===== config.mk =====
export PLATFORM = sky130hd
export DESIGN_NAME = bcg_commutation
export DESIGN_NICKNAME = d
export VERILOG_FILES = /design/src/bcg_pkg.sv /design/src/bcg_commutation.sv /design/src/bcg_sync.sv /design/src/bcg_dead.sv
export SDC_FILE = /design/constraint.sdc
export NUM_CORES = 1
export LEC_CHECK = 0
export BUFFER_PORTS_ARGS = -buffer_cell sky130_fd_sc_hd__buf_2
export CORE_AREA = 2 2 110 112
export CTS_CLUSTER_DIAMETER = 60
export DETAILED_ROUTE_END_ITERATION = 8
export DIE_AREA = 0 0 112 114
export GPL_ROUTABILITY_DRIVEN = 0
export PLACE_DENSITY = 0.8
export SLEW_MARGIN = 10
export SYNTH_ARGS = -nofsm -noshare
export SYNTH_HDL_FRONTEND = slang
export SYNTH_SLANG_ARGS = --single-unit

===== constraint.sdc =====
create_clock -name clk -period 6.89 [get_ports clk]
set_input_delay 1.0335 -clock clk [delete_from_list [all_inputs] [get_ports clk]]
set_output_delay 1.0335 -clock clk [all_outputs]
set_load 0.005 [all_outputs]

===== src/bcg_pkg.sv =====
package bcg_pkg;

    // Timing figures as printed and the clock rate
    localparam int CLK_MHZ = 100;
    localparam int DEAD_MIN_NS = 100;
    localparam int DEAD_MIN_CYC = (DEAD_MIN_NS * CLK_MHZ + 999) / 1000;
    localparam int OFF_MIN_US = 10;
    localparam int OFF_MIN_CYC = OFF_MIN_US * CLK_MHZ;
    localparam int CNT_W = 16;

    localparam logic [2:0] HALL_ALL_ZERO = 3'h0;
    localparam logic [2:0] HALL_ALL_ONE = 3'h7;
    localparam logic [1:0] SYNC_ZERO = 2'h0;

    // Gate command: high and low sides for phases A..C (bit 0 = A)
    typedef struct packed {
        logic [2:0] high;
        logic [2:0] low;
    } bcg_gate_s;

    localparam bcg_gate_s GATES_OFF = '{high: 3'h0, low: 3'h0};
    localparam bcg_gate_s GATES_BRAKE = '{high: 3'h0, low: 3'h7};

    // Synchronised input bundle
    typedef struct packed {
        logic [2:0] hall;
        logic dir;
        logic pwm;
        logic decay;
        logic resetIn;
        logic brake;
        logic brakeSel;
        logic supplyLow;
        logic overTemp;
        logic senseTrip;
        logic [2:0] bootBusy;
        logic [2:0] dsHigh;
    } bcg_in_s;

    localparam int IN_W = $bits(bcg_in_s);

    typedef enum logic [2:0] {
        CL_ON = 3'b001,
        CL_BLANK = 3'b010,
        CL_OFF = 3'b100
    } bcg_cl_e;

    // Decode of Hall code into selected high/low phase for direction 1
    function automatic bcg_gate_s bcg_commutate(input logic [2:0] h, input logic dir);
        bcg_gate_s g;
        g = GATES_OFF;
        unique case (h)
            3'b101: g = '{high: 3'b001, low: 3'b100};
            3'b100: g = '{high: 3'b010, low: 3'b100};
            3'b110: g = '{high: 3'b010, low: 3'b001};
            3'b010: g = '{high: 3'b100, low: 3'b001};
            3'b011: g = '{high: 3'b100, low: 3'b010};
            3'b001: g = '{high: 3'b001, low: 3'b010};
            default: g = GATES_OFF;
        endcase
        if (!dir) begin
            g = '{high: g.low, low: g.high};
        end
        return g;
    endfunction

endpackage


===== src/bcg_commutation.sv =====
`timescale 1ns/1ps
// Contract
// Direction 1 Hall table selects high/low pair
// Direction 0 swaps high and low phases
// Hall 000/111: fault, all gates off
// Fast decay off: opposite low-side only
// Slow decay off: both pair low-sides on
// Current-limit off applies mode decay pattern
// Reset: highs off, lows per stored select
// Dead time between every turn-off and turn-on
// Bootstrap busy flag blocks high-side turn-on
// Supply low: fault, coast or brake stored
// Over-temperature: fault, coast all gates
// Drain-source high after turn-on latches short
// Short fault clears on commutation or reset
// Sense trip starts fixed off-time recirculation
// Sense ignored for blanking after turn-on
// Host keeps off-time 10 to 50 us
// Host may hold PWM or chop it
// Brake input: all lows on, highs off
// Reset rise latches brake select
// Fault output level; only short latched
// Inputs synchronised; timings are cycle counts
module bcg_commutation
    import bcg_pkg::*;
#(
    parameter int CW = CNT_W
) (
    input wire logic clk,
    input wire logic srst,
    input wire logic hallIn1,
    input wire logic hallIn2,
    input wire logic hallIn3,
    input wire logic dirIn,
    input wire logic pwmIn,
    input wire logic decaySelect,
    input wire logic resetIn,
    input wire logic brakeIn,
    input wire logic brakeOnTriggerSelect,
    input wire logic gateSupplyLow,
    input wire logic overTemp,
    input wire logic senseTrip,
    input wire logic [2:0] bootChargeBusy,
    input wire logic [2:0] drainSourceHigh,
    input wire logic [CW-1:0] deadCycles,
    input wire logic [CW-1:0] blankCycles,
    input wire logic [CW-1:0] offCycles,
    output logic highGateA,
    output logic highGateB,
    output logic highGateC,
    output logic lowGateA,
    output logic lowGateB,
    output logic lowGateC,
    output logic faultOut,
    output logic faultOutEn
);
    typedef struct packed {
        logic resetPrev;
        logic pwmPrev;
        logic brakeStored;
        logic [2:0] hallPrev;
        logic shortFault;
        bcg_cl_e clState;
        logic [CW-1:0] clCnt;
        logic [2:0] highPrev;
        logic [CW-1:0] shortCnt;
        bcg_gate_s gates;
        logic fault;
    } bcg_state_s;

    bcg_state_s st_r;
    bcg_state_s st_nxt;
    bcg_in_s inRaw;
    bcg_in_s inS;
    bcg_gate_s req;
    logic [2:0] deadHigh;
    logic [2:0] deadLow;

    always_comb begin
        inRaw.hall = {hallIn1, hallIn2, hallIn3};
        inRaw.dir = dirIn;
        inRaw.pwm = pwmIn;
        inRaw.decay = decaySelect;
        inRaw.resetIn = resetIn;
        inRaw.brake = brakeIn;
        inRaw.brakeSel = brakeOnTriggerSelect;
        inRaw.supplyLow = gateSupplyLow;
        inRaw.overTemp = overTemp;
        inRaw.senseTrip = senseTrip;
        inRaw.bootBusy = bootChargeBusy;
        inRaw.dsHigh = drainSourceHigh;
    end

    // ------------------------------------------------------------
    // Input synchronisation
    // ------------------------------------------------------------
    bcg_sync #(.W(IN_W)) uSync (
        .clk(clk),
        .srst(srst),
        .din(inRaw),
        .dout(inS)
    );

    // ------------------------------------------------------------
    // Commutation, decay and protection
    // ------------------------------------------------------------
    logic hallBad;
    logic commStep;
    logic chopOff;
    bcg_gate_s sel;

    always_comb begin
        st_nxt = st_r;
        sel = bcg_commutate(inS.hall, inS.dir);
        hallBad = (inS.hall == HALL_ALL_ZERO) || (inS.hall == HALL_ALL_ONE);
        commStep = inS.hall != st_r.hallPrev;
        st_nxt.hallPrev = inS.hall;
        st_nxt.resetPrev = inS.resetIn;
        st_nxt.pwmPrev = inS.pwm;

        if (inS.resetIn && !st_r.resetPrev) begin
            st_nxt.brakeStored = inS.brakeSel;
        end

        // Fixed off-time current limiter with blanking
        unique case (st_r.clState)
            CL_ON: begin
                if (inS.senseTrip) begin
                    st_nxt.clState = CL_OFF;
                    st_nxt.clCnt = offCycles;
                end
            end
            CL_OFF: begin
                if (st_r.clCnt != '0) begin
                    st_nxt.clCnt = st_r.clCnt - 1'b1;
                end else begin
                    st_nxt.clState = CL_BLANK;
                    st_nxt.clCnt = blankCycles;
                end
            end
            CL_BLANK: begin
                if (st_r.clCnt != '0) begin
                    st_nxt.clCnt = st_r.clCnt - 1'b1;
                end else begin
                    st_nxt.clState = CL_ON;
                end
            end
            default: begin
                st_nxt.clState = CL_BLANK;
                st_nxt.clCnt = blankCycles;
            end
        endcase
        // PWM rising edge or a new step is a fresh turn-on: start blanking unless in CL_OFF
        if ((inS.pwm && !st_r.pwmPrev) || commStep) begin
            if (st_r.clState != CL_OFF) begin
                st_nxt.clState = CL_BLANK;
                st_nxt.clCnt = blankCycles;
            end
        end

        chopOff = !inS.pwm || (st_r.clState == CL_OFF);

        // Short to ground: drain-source high after blanking of a high side
        if (st_r.gates.high != st_r.highPrev) begin
            st_nxt.shortCnt = blankCycles;
        end else if (st_r.shortCnt != '0) begin
            st_nxt.shortCnt = st_r.shortCnt - 1'b1;
        end
        st_nxt.highPrev = st_r.gates.high;
        if (commStep || (inS.resetIn && !st_r.resetPrev)) begin
            st_nxt.shortFault = 1'b0;
        end
        if (st_r.shortCnt == '0 && |(st_r.gates.high & inS.dsHigh)) begin
            st_nxt.shortFault = 1'b1;
        end

        req = sel;
        if (chopOff) begin
            req.high = 3'h0;
            if (inS.decay) begin
                req.low = sel.low | sel.high;
            end else begin
                req.low = sel.high;
            end
        end
        if (st_r.shortFault) begin
            req.high = 3'h0;
        end
        req.high = req.high & ~inS.bootBusy;
        if (inS.brake) begin
            req = GATES_BRAKE;
        end
        if (hallBad) begin
            req = GATES_OFF;
        end
        if (inS.resetIn || inS.supplyLow) begin
            req = st_r.brakeStored ? GATES_BRAKE : GATES_OFF;
        end
        if (inS.overTemp) begin
            req = GATES_OFF;
        end
        if (inS.resetIn) begin
            st_nxt.shortFault = 1'b0;
        end

        st_nxt.gates = '{high: deadHigh, low: deadLow};
        st_nxt.fault = hallBad || inS.supplyLow || inS.overTemp || st_r.shortFault;
    end

    // ------------------------------------------------------------
    // Dead time per half-bridge
    // ------------------------------------------------------------
    genvar p;
    generate
        for (p = 0; p < 3; p++) begin : gDead
            bcg_dead #(.CW(CW)) uDead (
                .clk(clk),
                .srst(srst),
                .reqHigh(req.high[p]),
                .reqLow(req.low[p]),
                .deadCycles(deadCycles),
                .gateHigh(deadHigh[p]),
                .gateLow(deadLow[p])
            );
        end
    endgenerate

    always_ff @(posedge clk) begin
        if (srst) begin
            st_r.resetPrev <= 1'b0;
            st_r.pwmPrev <= 1'b0;
            st_r.brakeStored <= 1'b0;
            st_r.hallPrev <= HALL_ALL_ZERO;
            st_r.shortFault <= 1'b0;
            st_r.clState <= CL_ON;
            st_r.clCnt <= '0;
            st_r.highPrev <= 3'h0;
            st_r.shortCnt <= '0;
            st_r.gates <= GATES_OFF;
            st_r.fault <= 1'b0;
        end else begin
            st_r <= st_nxt;
        end
    end

    // ------------------------------------------------------------
    // Outputs
    // ------------------------------------------------------------
    assign highGateA = st_r.gates.high[0];
    assign highGateB = st_r.gates.high[1];
    assign highGateC = st_r.gates.high[2];
    assign lowGateA = st_r.gates.low[0];
    assign lowGateB = st_r.gates.low[1];
    assign lowGateC = st_r.gates.low[2];
    // Open drain: released (not pulled low) while faulted
    assign faultOut = 1'b0;
    assign faultOutEn = !st_r.fault;
endmodule


===== src/bcg_sync.sv =====
`timescale 1ns/1ps
// Two-flop synchroniser for a bundle of levels
module bcg_sync
    import bcg_pkg::*;
#(
    parameter int W = IN_W
) (
    input wire logic clk,
    input wire logic srst,
    input wire logic [W-1:0] din,
    output logic [W-1:0] dout
);
    typedef struct packed {
        logic [W-1:0] meta;
        logic [W-1:0] stable;
    } bcg_sync_s;

    bcg_sync_s st_r;
    bcg_sync_s st_nxt;

    always_comb begin
        st_nxt.meta = din;
        st_nxt.stable = st_r.meta;
    end

    always_ff @(posedge clk) begin
        if (srst) begin
            st_r <= '0;
        end else begin
            st_r <= st_nxt;
        end
    end

    assign dout = st_r.stable;
endmodule


===== src/bcg_dead.sv =====
`timescale 1ns/1ps
// Dead-time inserter for one half-bridge
module bcg_dead
    import bcg_pkg::*;
#(
    parameter int CW = CNT_W
) (
    input wire logic clk,
    input wire logic srst,
    input wire logic reqHigh,
    input wire logic reqLow,
    input wire logic [CW-1:0] deadCycles,
    output logic gateHigh,
    output logic gateLow
);
    typedef struct packed {
        logic hi;
        logic lo;
        logic [CW-1:0] cnt;
    } bcg_dead_s;

    bcg_dead_s st_r;
    bcg_dead_s st_nxt;

    always_comb begin
        st_nxt = st_r;
        // Any turn-off restarts the gap; turn-on waits until it expires
        if ((st_r.hi && !reqHigh) || (st_r.lo && !reqLow)) begin
            st_nxt.cnt = deadCycles;
        end else if (st_r.cnt != '0) begin
            st_nxt.cnt = st_r.cnt - 1'b1;
        end
        if (!reqHigh) begin
            st_nxt.hi = 1'b0;
        end
        if (!reqLow) begin
            st_nxt.lo = 1'b0;
        end
        if (st_r.cnt == '0 && st_nxt.cnt == '0) begin
            if (reqHigh && !reqLow && !st_r.lo) begin
                st_nxt.hi = 1'b1;
            end
            if (reqLow && !reqHigh && !st_r.hi) begin
                st_nxt.lo = 1'b1;
            end
        end
    end

    always_ff @(posedge clk) begin
        if (srst) begin
            st_r <= '0;
        end else begin
            st_r <= st_nxt;
        end
    end

    assign gateHigh = st_r.hi;
    assign gateLow = st_r.lo;
endmodule


==> summary.md, run 1 <==
| Metric | Value |
|---|---|
| Outcome | `complete, no violations` |
| Half-perimeter wire length after placement | `12700 µm` |
| Layout Cells excl Fill | `1091` |
| DIE AREA | `0.0128 mm²` |
| F_max | `0.311 GHz` |
| Final #Nets | `1007` |
| Number of distinct library cells after synthesis | `74` |
| Final period utilization | `0.467` |
| RSZ-0062 raised after global routing | `no` |
| All-Layer GR Usage | `0.289` |
| Seq cells post-synth | `142` |
| Largest net degree at the start of global routing | `89` |
| Initial antenna violation count | `0` |
| # clock sinks | `142` |
| Syn avg cell area | `8.31 µm²` |
| Pleak | `3.36 nW` |
| Startpoint Class | `flop` |
| # DRC | `0` |
| CTS tree | `built` |
| Fill count | `926` |
| Met1 Track Usage GR | `0.363` |
| Via density | `6.20` |
| Die height | `114 µm` |
| Global-route wire length before repair | `29700 µm` |
| Cell count after synthesis | `872` |
| Final Max Tran Viols | `0` |
| Fraction of registers with async set/reset | `0` |
| DP Area | `0.00770 mm²` |
| Die X-Extent | `112 µm` |
| Post-Layout Inst Area | `0.00835 mm²` |
| Top FF cell, synth | `dfxtp_1` |
| Seq/Total Area, Yosys | `0.392` |
| Vias in the first global route | `6135` |
| WHS | `435 ps` |
| IO Pins | `76` |
| Initial Util | `0.619` |
| GR Util met3 | `0.0590` |
| Final min period | `3220 ps` |
| Synthesized area | `0.00725 mm²` |
| DR vias | `6763` |
| Layer with the highest usage | `met2` |
| Row count | `40` |
| Depth of the CTS H-tree | `4` |
| Register area | `0.00284 mm²` |
| Num CTS Buffers | `17` |
| Yosys warning count | `0` |
| # hold bufs at CTS | `0` |
| Area added between synthesis and finish | `15.2%` |
| Gr ovfl total | `0` |
| CP Data Required Time | `7180 ps` |
| IO buf count | `74` |
| HP Class | `reg2reg` |
| Pwr Density | `428 mW/mm²` |
| Slowest stage cell on the critical path | `nor4b_4` |
| Max incr delay on CP | `730 ps` |
| Max clock buf depth | `2` |
| Crit end category | `flop` |
| Final setup fails | `0` |
| Least-Margin Pin Slew | `1160 ps` |
| Worst Clk Skew | `7.98 ps` |
| Ant. Diodes | `0` |
| Footprint of the multi-input gates | `0.00418 mm²` |
| Clk Latency, worst-skew pair | `430 ps` |
| Critical path class | `reg2reg` |
| Worst-path fanout max | `14` |
| Setup_tns | `0 ps` |
| Final wirelength | `18400 µm` |
| Max Cap Violations | `0` |
| Synthesized Nets | `948` |
| Cells along the critical path | `inv_1, ha_1, or3b_1, or4_1, nor4_4, nor4b_4, nor4b_1, xor2_1, mux2i_1, nor2_1` |
| Antenna Nets Post-Route | `0` |
| CP Data Arrival Time | `3510 ps` |
| M2 GR Usage | `0.484` |
| Placed cell count | `1059` |
| Final hold vios | `0` |
| WL per Instance | `16.9 µm` |
| TritonRoute pass-1 iters | `6` |
| Clock slew at reported path FFs | `60 ps` |
| Peak VDD IR | `0.269 mV` |
| Layout cells sized above 1 | `0.142` |
| DR iter-0 viols | `570` |
| Core area | `0.0117 mm²` |
| Number of synthesized flops with an enable pin | `0` |
| Post-CTS setup buffers | `0` |
| Post-CTS Resized | `0` |
| Root Buffer | `clkbuf_16` |
| Max transition margin | `0.222` |
[area by class of cell]
class	count	share of cell area
clock inverter	13	0.0241
tap	147	0.0220
sequential	142	0.341
timing repair buffer	81	0.0510
clock buffer	19	0.0531
multi-input combinational	671	0.501
inverter	18	0.00809
[through the flow]
| step | total power [mW] | setup slack (ps) | util |
|---|---|---|---|
| finish | 3.57 | 3670 | 0.713 |
| global route | 3.80 | 3450 | 0.713 |
| CTS | 3.56 | 3690 | 0.713 |
| detailed placement | 2.55 | 3720 | 0.658 |
| global placement | 2.49 | 3860 | 0.658 |
| floorplan | 2.27 | 4280 | - |
[synthesized netlist by cell type, drive strengths merged (12+ instances only)]
| master | count | area [µm²] |
|---|---|---|
| o21ai | 29 | 145 |
| nor2 | 145 | 544 |
| xnor2 | 30 | 263 |
| mux2i | 17 | 170 |
| nor4 | 19 | 155 |
| a22oi | 12 | 90.1 |
| xor2 | 31 | 272 |
| or4 | 13 | 101 |
| a21oi | 39 | 195 |
| inv | 18 | 67.6 |
| or3 | 12 | 80.1 |
| clkbuf | 31 | 116 |
| dfxtp | 142 | 2840 |
| a211oi | 34 | 255 |
| nor3 | 47 | 235 |
| nand3 | 16 | 80.1 |
| nand2 | 49 | 184 |
| nor2b | 54 | 338 |
[registers in the layout, indices dropped and copies added (netlist names)]
register,flops
highGateB,1
uSync.dout,18
st_r,46
lowGateB,1
lowGateA,1
highGateC,1
uSync.st_nxt,18
gDead.uDead.gateLow,3
lowGateC,1
highGateA,1
gDead.uDead.gateHigh,3
gDead.uDead.st_r,48
[final timing paths]
kind / start / to / slack (ps) / cells past startpoint
worst max-delay path: st_r[7] / st_r[20] / 3670 / 10
worst min-delay path: uSync.st_nxt[4] / uSync.dout[4] / 440 / 1
worst max register to register: st_r[7] / st_r[20] / 3670 / 10
worst min register to register: uSync.st_nxt[4] / uSync.dout[4] / 440 / 1
[critical path, delay by kind of cell (launching register included)]
kind,cells,cell delay [ps]
multiplexers,1,150
flip-flops,1,320
buffers and inverters,1,90
AND/OR/NAND/NOR,6,2170
XOR/XNOR,1,180
adder cells (fa/ha/maj),1,180
[per-layer routing]
layer / vias up / wire [µm] / part of all wire
met4: 0 / 493 / 0.027
met1: 3164 / 7650 / 0.42
met2: 288 / 8910 / 0.48
met5: - / 0 / 0
li1: 3268 / - / -
met3: 43 / 1350 / 0.073
[kinds of logic after synthesis]
family | count (synthesis) | share of synthesized area
other | 1 | 0.000517
xor gates and xnor gates | 61 | 0.0737
AOI/OAI and AO/OA | 190 | 0.182
buffers and inverters | 59 | 0.0326
adders and majority gates | 8 | 0.0138
muxes | 19 | 0.0266
and+or+nand+nor | 392 | 0.279
DFF | 142 | 0.392
[cells in the final DEF, fill, tap and decap left out, drive strengths merged, types with 5 or more instances in the layout]
cell type	n
inv	24
nor4	19
clkbuf	19
a22oi	12
xor2	31
dfxtp	142
or4	13
nor2b	54
a311oi	6
or3b	5
ha	8
o21ai	29
or3	12
a221oi	5
nor3	47
nor2	145
nand2	49
nand3	16
a21o	8
buf	81
mux2i	17
nor3b	5
a22o	6
o211ai	5
a31oi	8
a211oi	34
nand3b	5
o31ai	7
xnor2	30
a21oi	39
[where the power goes]
group / internal (mW) / leakage (nW) / total (mW) / switching [mW]
clock network: 0.625 / 0.309 / 1.00 / 0.377
logic: 0.617 / 1.88 / 1.40 / 0.778
registers: 0.992 / 1.17 / 1.18 / 0.185
total: 2.23 / 3.36 / 3.57 / 1.34
Note: power is estimated with default switching activity, not from simulation.
==> run 2: changes to the inputs <==
- CORE_AREA: 2 2 110 112 -> 2 2 114 116
- DIE_AREA: 0 0 112 114 -> 0 0 116 118
- PLACE_DENSITY: 0.8 -> 0.75
- clock period: 6.89 -> 3 ns (I/O delays scaled with it)
==> run 2 against run 1 <==
Compared with the run above:
- clock power rose by 110%
- setup slack got worse by 3500 ps
- sequential share of layout area fell by 0.66 points
- critical path type unchanged
- critical endpoint is now st_r[14]
- largest cell class unchanged
==> summary.md, run 2 (same netlist as run 1, synthesis figures left out) <==
| Metric | Value |
|---|---|
| Area added between synthesis and finish | `17.4%` |
| Max clock buf depth | `2` |
| Peak VDD IR | `0.577 mV` |
| Min-delay src | `hallIn2` |
| # hold bufs at CTS | `0` |
| Overall Power | `8.27 mW` |
| Max Cap Violations | `0` |
| Gr ovfl total | `0` |
| Top Registers | `gDead.uDead.st_r (48), st_r (46)` |
| Depth of the CTS H-tree | `4` |
| Final hold vios | `0` |
| Seq pwr share | `0.327` |
| Global-route wire length before repair | `30400 µm` |
| DR iter-0 viols | `730` |
| Die height | `118 µm` |
| Worst-path fanout max | `11` |
| IO buf count | `74` |
| F_max | `0.350 GHz` |
| Final Max Tran Viols | `0` |
| Clock slew at reported path FFs | `60 ps` |
| Antenna Nets Post-Route | `0` |
| Outcome | `complete, no violations` |
| CTS tree | `built` |
| Crit end category | `flop` |
| Final period utilization | `0.953` |
| Root Buffer | `clkbuf_16` |
| Final #Nets | `1031` |
| R2R Path End | `st_r[14]` |
| IO Pins | `76` |
| Half-perimeter wire length after placement | `13100 µm` |
| FF-to-FF path depth | `11` |
| Initial Util | `0.584` |
| Final min period | `2860 ps` |
| Worst R2R Start | `st_r[8]` |
| Startpoint Class | `flop` |
| DP Area | `0.00789 mm²` |
| All-Layer GR Usage | `0.278` |
| Clock Power Share | `0.256` |
| DIE AREA | `0.0137 mm²` |
| Largest net degree at the start of global routing | `60` |
| Most frequent cells in the layout | `nor2_1 (145), dfxtp_1 (142), buf_2 (73)` |
| Pwr Density | `972 mW/mm²` |
| Pleak | `3.46 nW` |
| Pre-CTS setup slack | `160 ps` |
| Critical path class | `reg2reg` |
| Worst Clk Skew | `7.93 ps` |
| HP Class | `in2reg` |
| Num CTS Buffers | `17` |
| Core area | `0.0124 mm²` |
| # clock sinks | `142` |
| Worst Hold Path EP | `uSync.st_nxt[16]` |
| Max transition margin | `0.609` |
| Top reg by flops | `gDead.uDead.st_r` |
| Layout cells sized above 1 | `0.164` |
| WL per Instance | `16.3 µm` |
| Worst Setup SP | `st_r[8]` |
| Row count | `41` |
| # DRC | `0` |
| Comb pwr share | `0.417` |
| P_sw | `3.15 mW` |
| CP Data Arrival Time | `3170 ps` |
| Max reg flops | `48` |
| DR vias | `6877` |
| Post-Layout Inst Area | `0.00851 mm²` |
| Die X-Extent | `116 µm` |
| Clk Latency, worst-skew pair | `430 ps` |
| Least-Margin Pin Slew | `586 ps` |
| Net switching share of the total power | `0.380` |
| Cell internal pwr | `5.13 mW` |
| Vias in the first global route | `6360` |
| TritonRoute pass-1 iters | `6` |
| Via density | `6.04` |
| RSZ-0062 raised after global routing | `no` |
| Setup_tns | `0 ps` |
| Final setup fails | `0` |
| Ant. Diodes | `0` |
| Final wirelength | `18600 µm` |
| CP Data Required Time | `3310 ps` |
| Hold depth | `2` |
| Initial antenna violation count | `0` |
| Leading cell type in the layout, fill and taps excluded | `nor2_1` |
| Flop2flop setup slack | `140 ps` |
| Slack of the critical path | `142 ps` |
==> run 2: changes by cell type in the layout (fill, tap and decap cells not counted), sizes merged <==
cell and delta:
buf +24, bufinv -2, clkbuf -1, clkinv +2, clkinvlp -1, inv +1
==> run 2: worst max-delay path by stage <==
| stage | cells past startpoint | slack, ps | end |
|---|---|---|---|
| after floorplan | 11 | 390 | st_r[7] |
| after global placement | 11 | 250 | st_r[15] |
| after detailed placement | 11 | 160 | st_r[15] |
| after CTS | 11 | 80 | st_r[14] |
| after global routing | 11 | 20 | st_r[14] |
| final | 11 | 140 | st_r[14] |
==> run 2: metal layers <==
layer  global-route usage  part of all wire
met5                    0                 0
met4                0.115             0.028
met3               0.0577             0.067
met2                0.435              0.47
met1                0.373              0.44
==> run 2: power groups by stage <==
stage	combinational (mW)	sequential (mW)	clock [mW]
after floorplan	2.60	2.62	0
after global placement	3.18	2.70	0
after detailed placement	3.28	2.72	0
after CTS	3.34	2.69	2.13
after global routing	3.83	2.76	2.22
final	3.45	2.71	2.12
==> run 2: worst max-delay path, stage by stage (launching register included) <==
cell     delay, ps
dfxtp_1        330
inv_1           90
ha_1           180
or3b_1         410
or4_4          470
nor4_4         310
nor4b_4        350
buf_6          210
nor2_1          60
xor2_1         130
mux2i_1        150
nor2_1          70
==> run 2: what timing repair did <==
item                                   4_1_cts  5_1_grt
setup endpoints to repair                    0        3
setup buffers                                0        3
gates resized for setup                      0        2
endpoints found under the hold margin        0        0
==> run 2: area by class of cell <==
type                    instances  area (µm²)
clock buffers                  18         439
clock inverters                13         151
fillers                      1012        3900
inverters                      18        67.6
multi-input cells             671        4190
flip-flops and latches        142        2840
well taps                     172         215
repair buffers                105         609
==> run 2: stage by stage <==
stage	std cells	hold WS, ps	utilization
after floorplan	872	414	-
after global placement	1105	423	0.636
after detailed placement	1105	420	0.636
after CTS	1136	216	0.683
after global routing	1139	215	0.686
final	1139	226	0.686
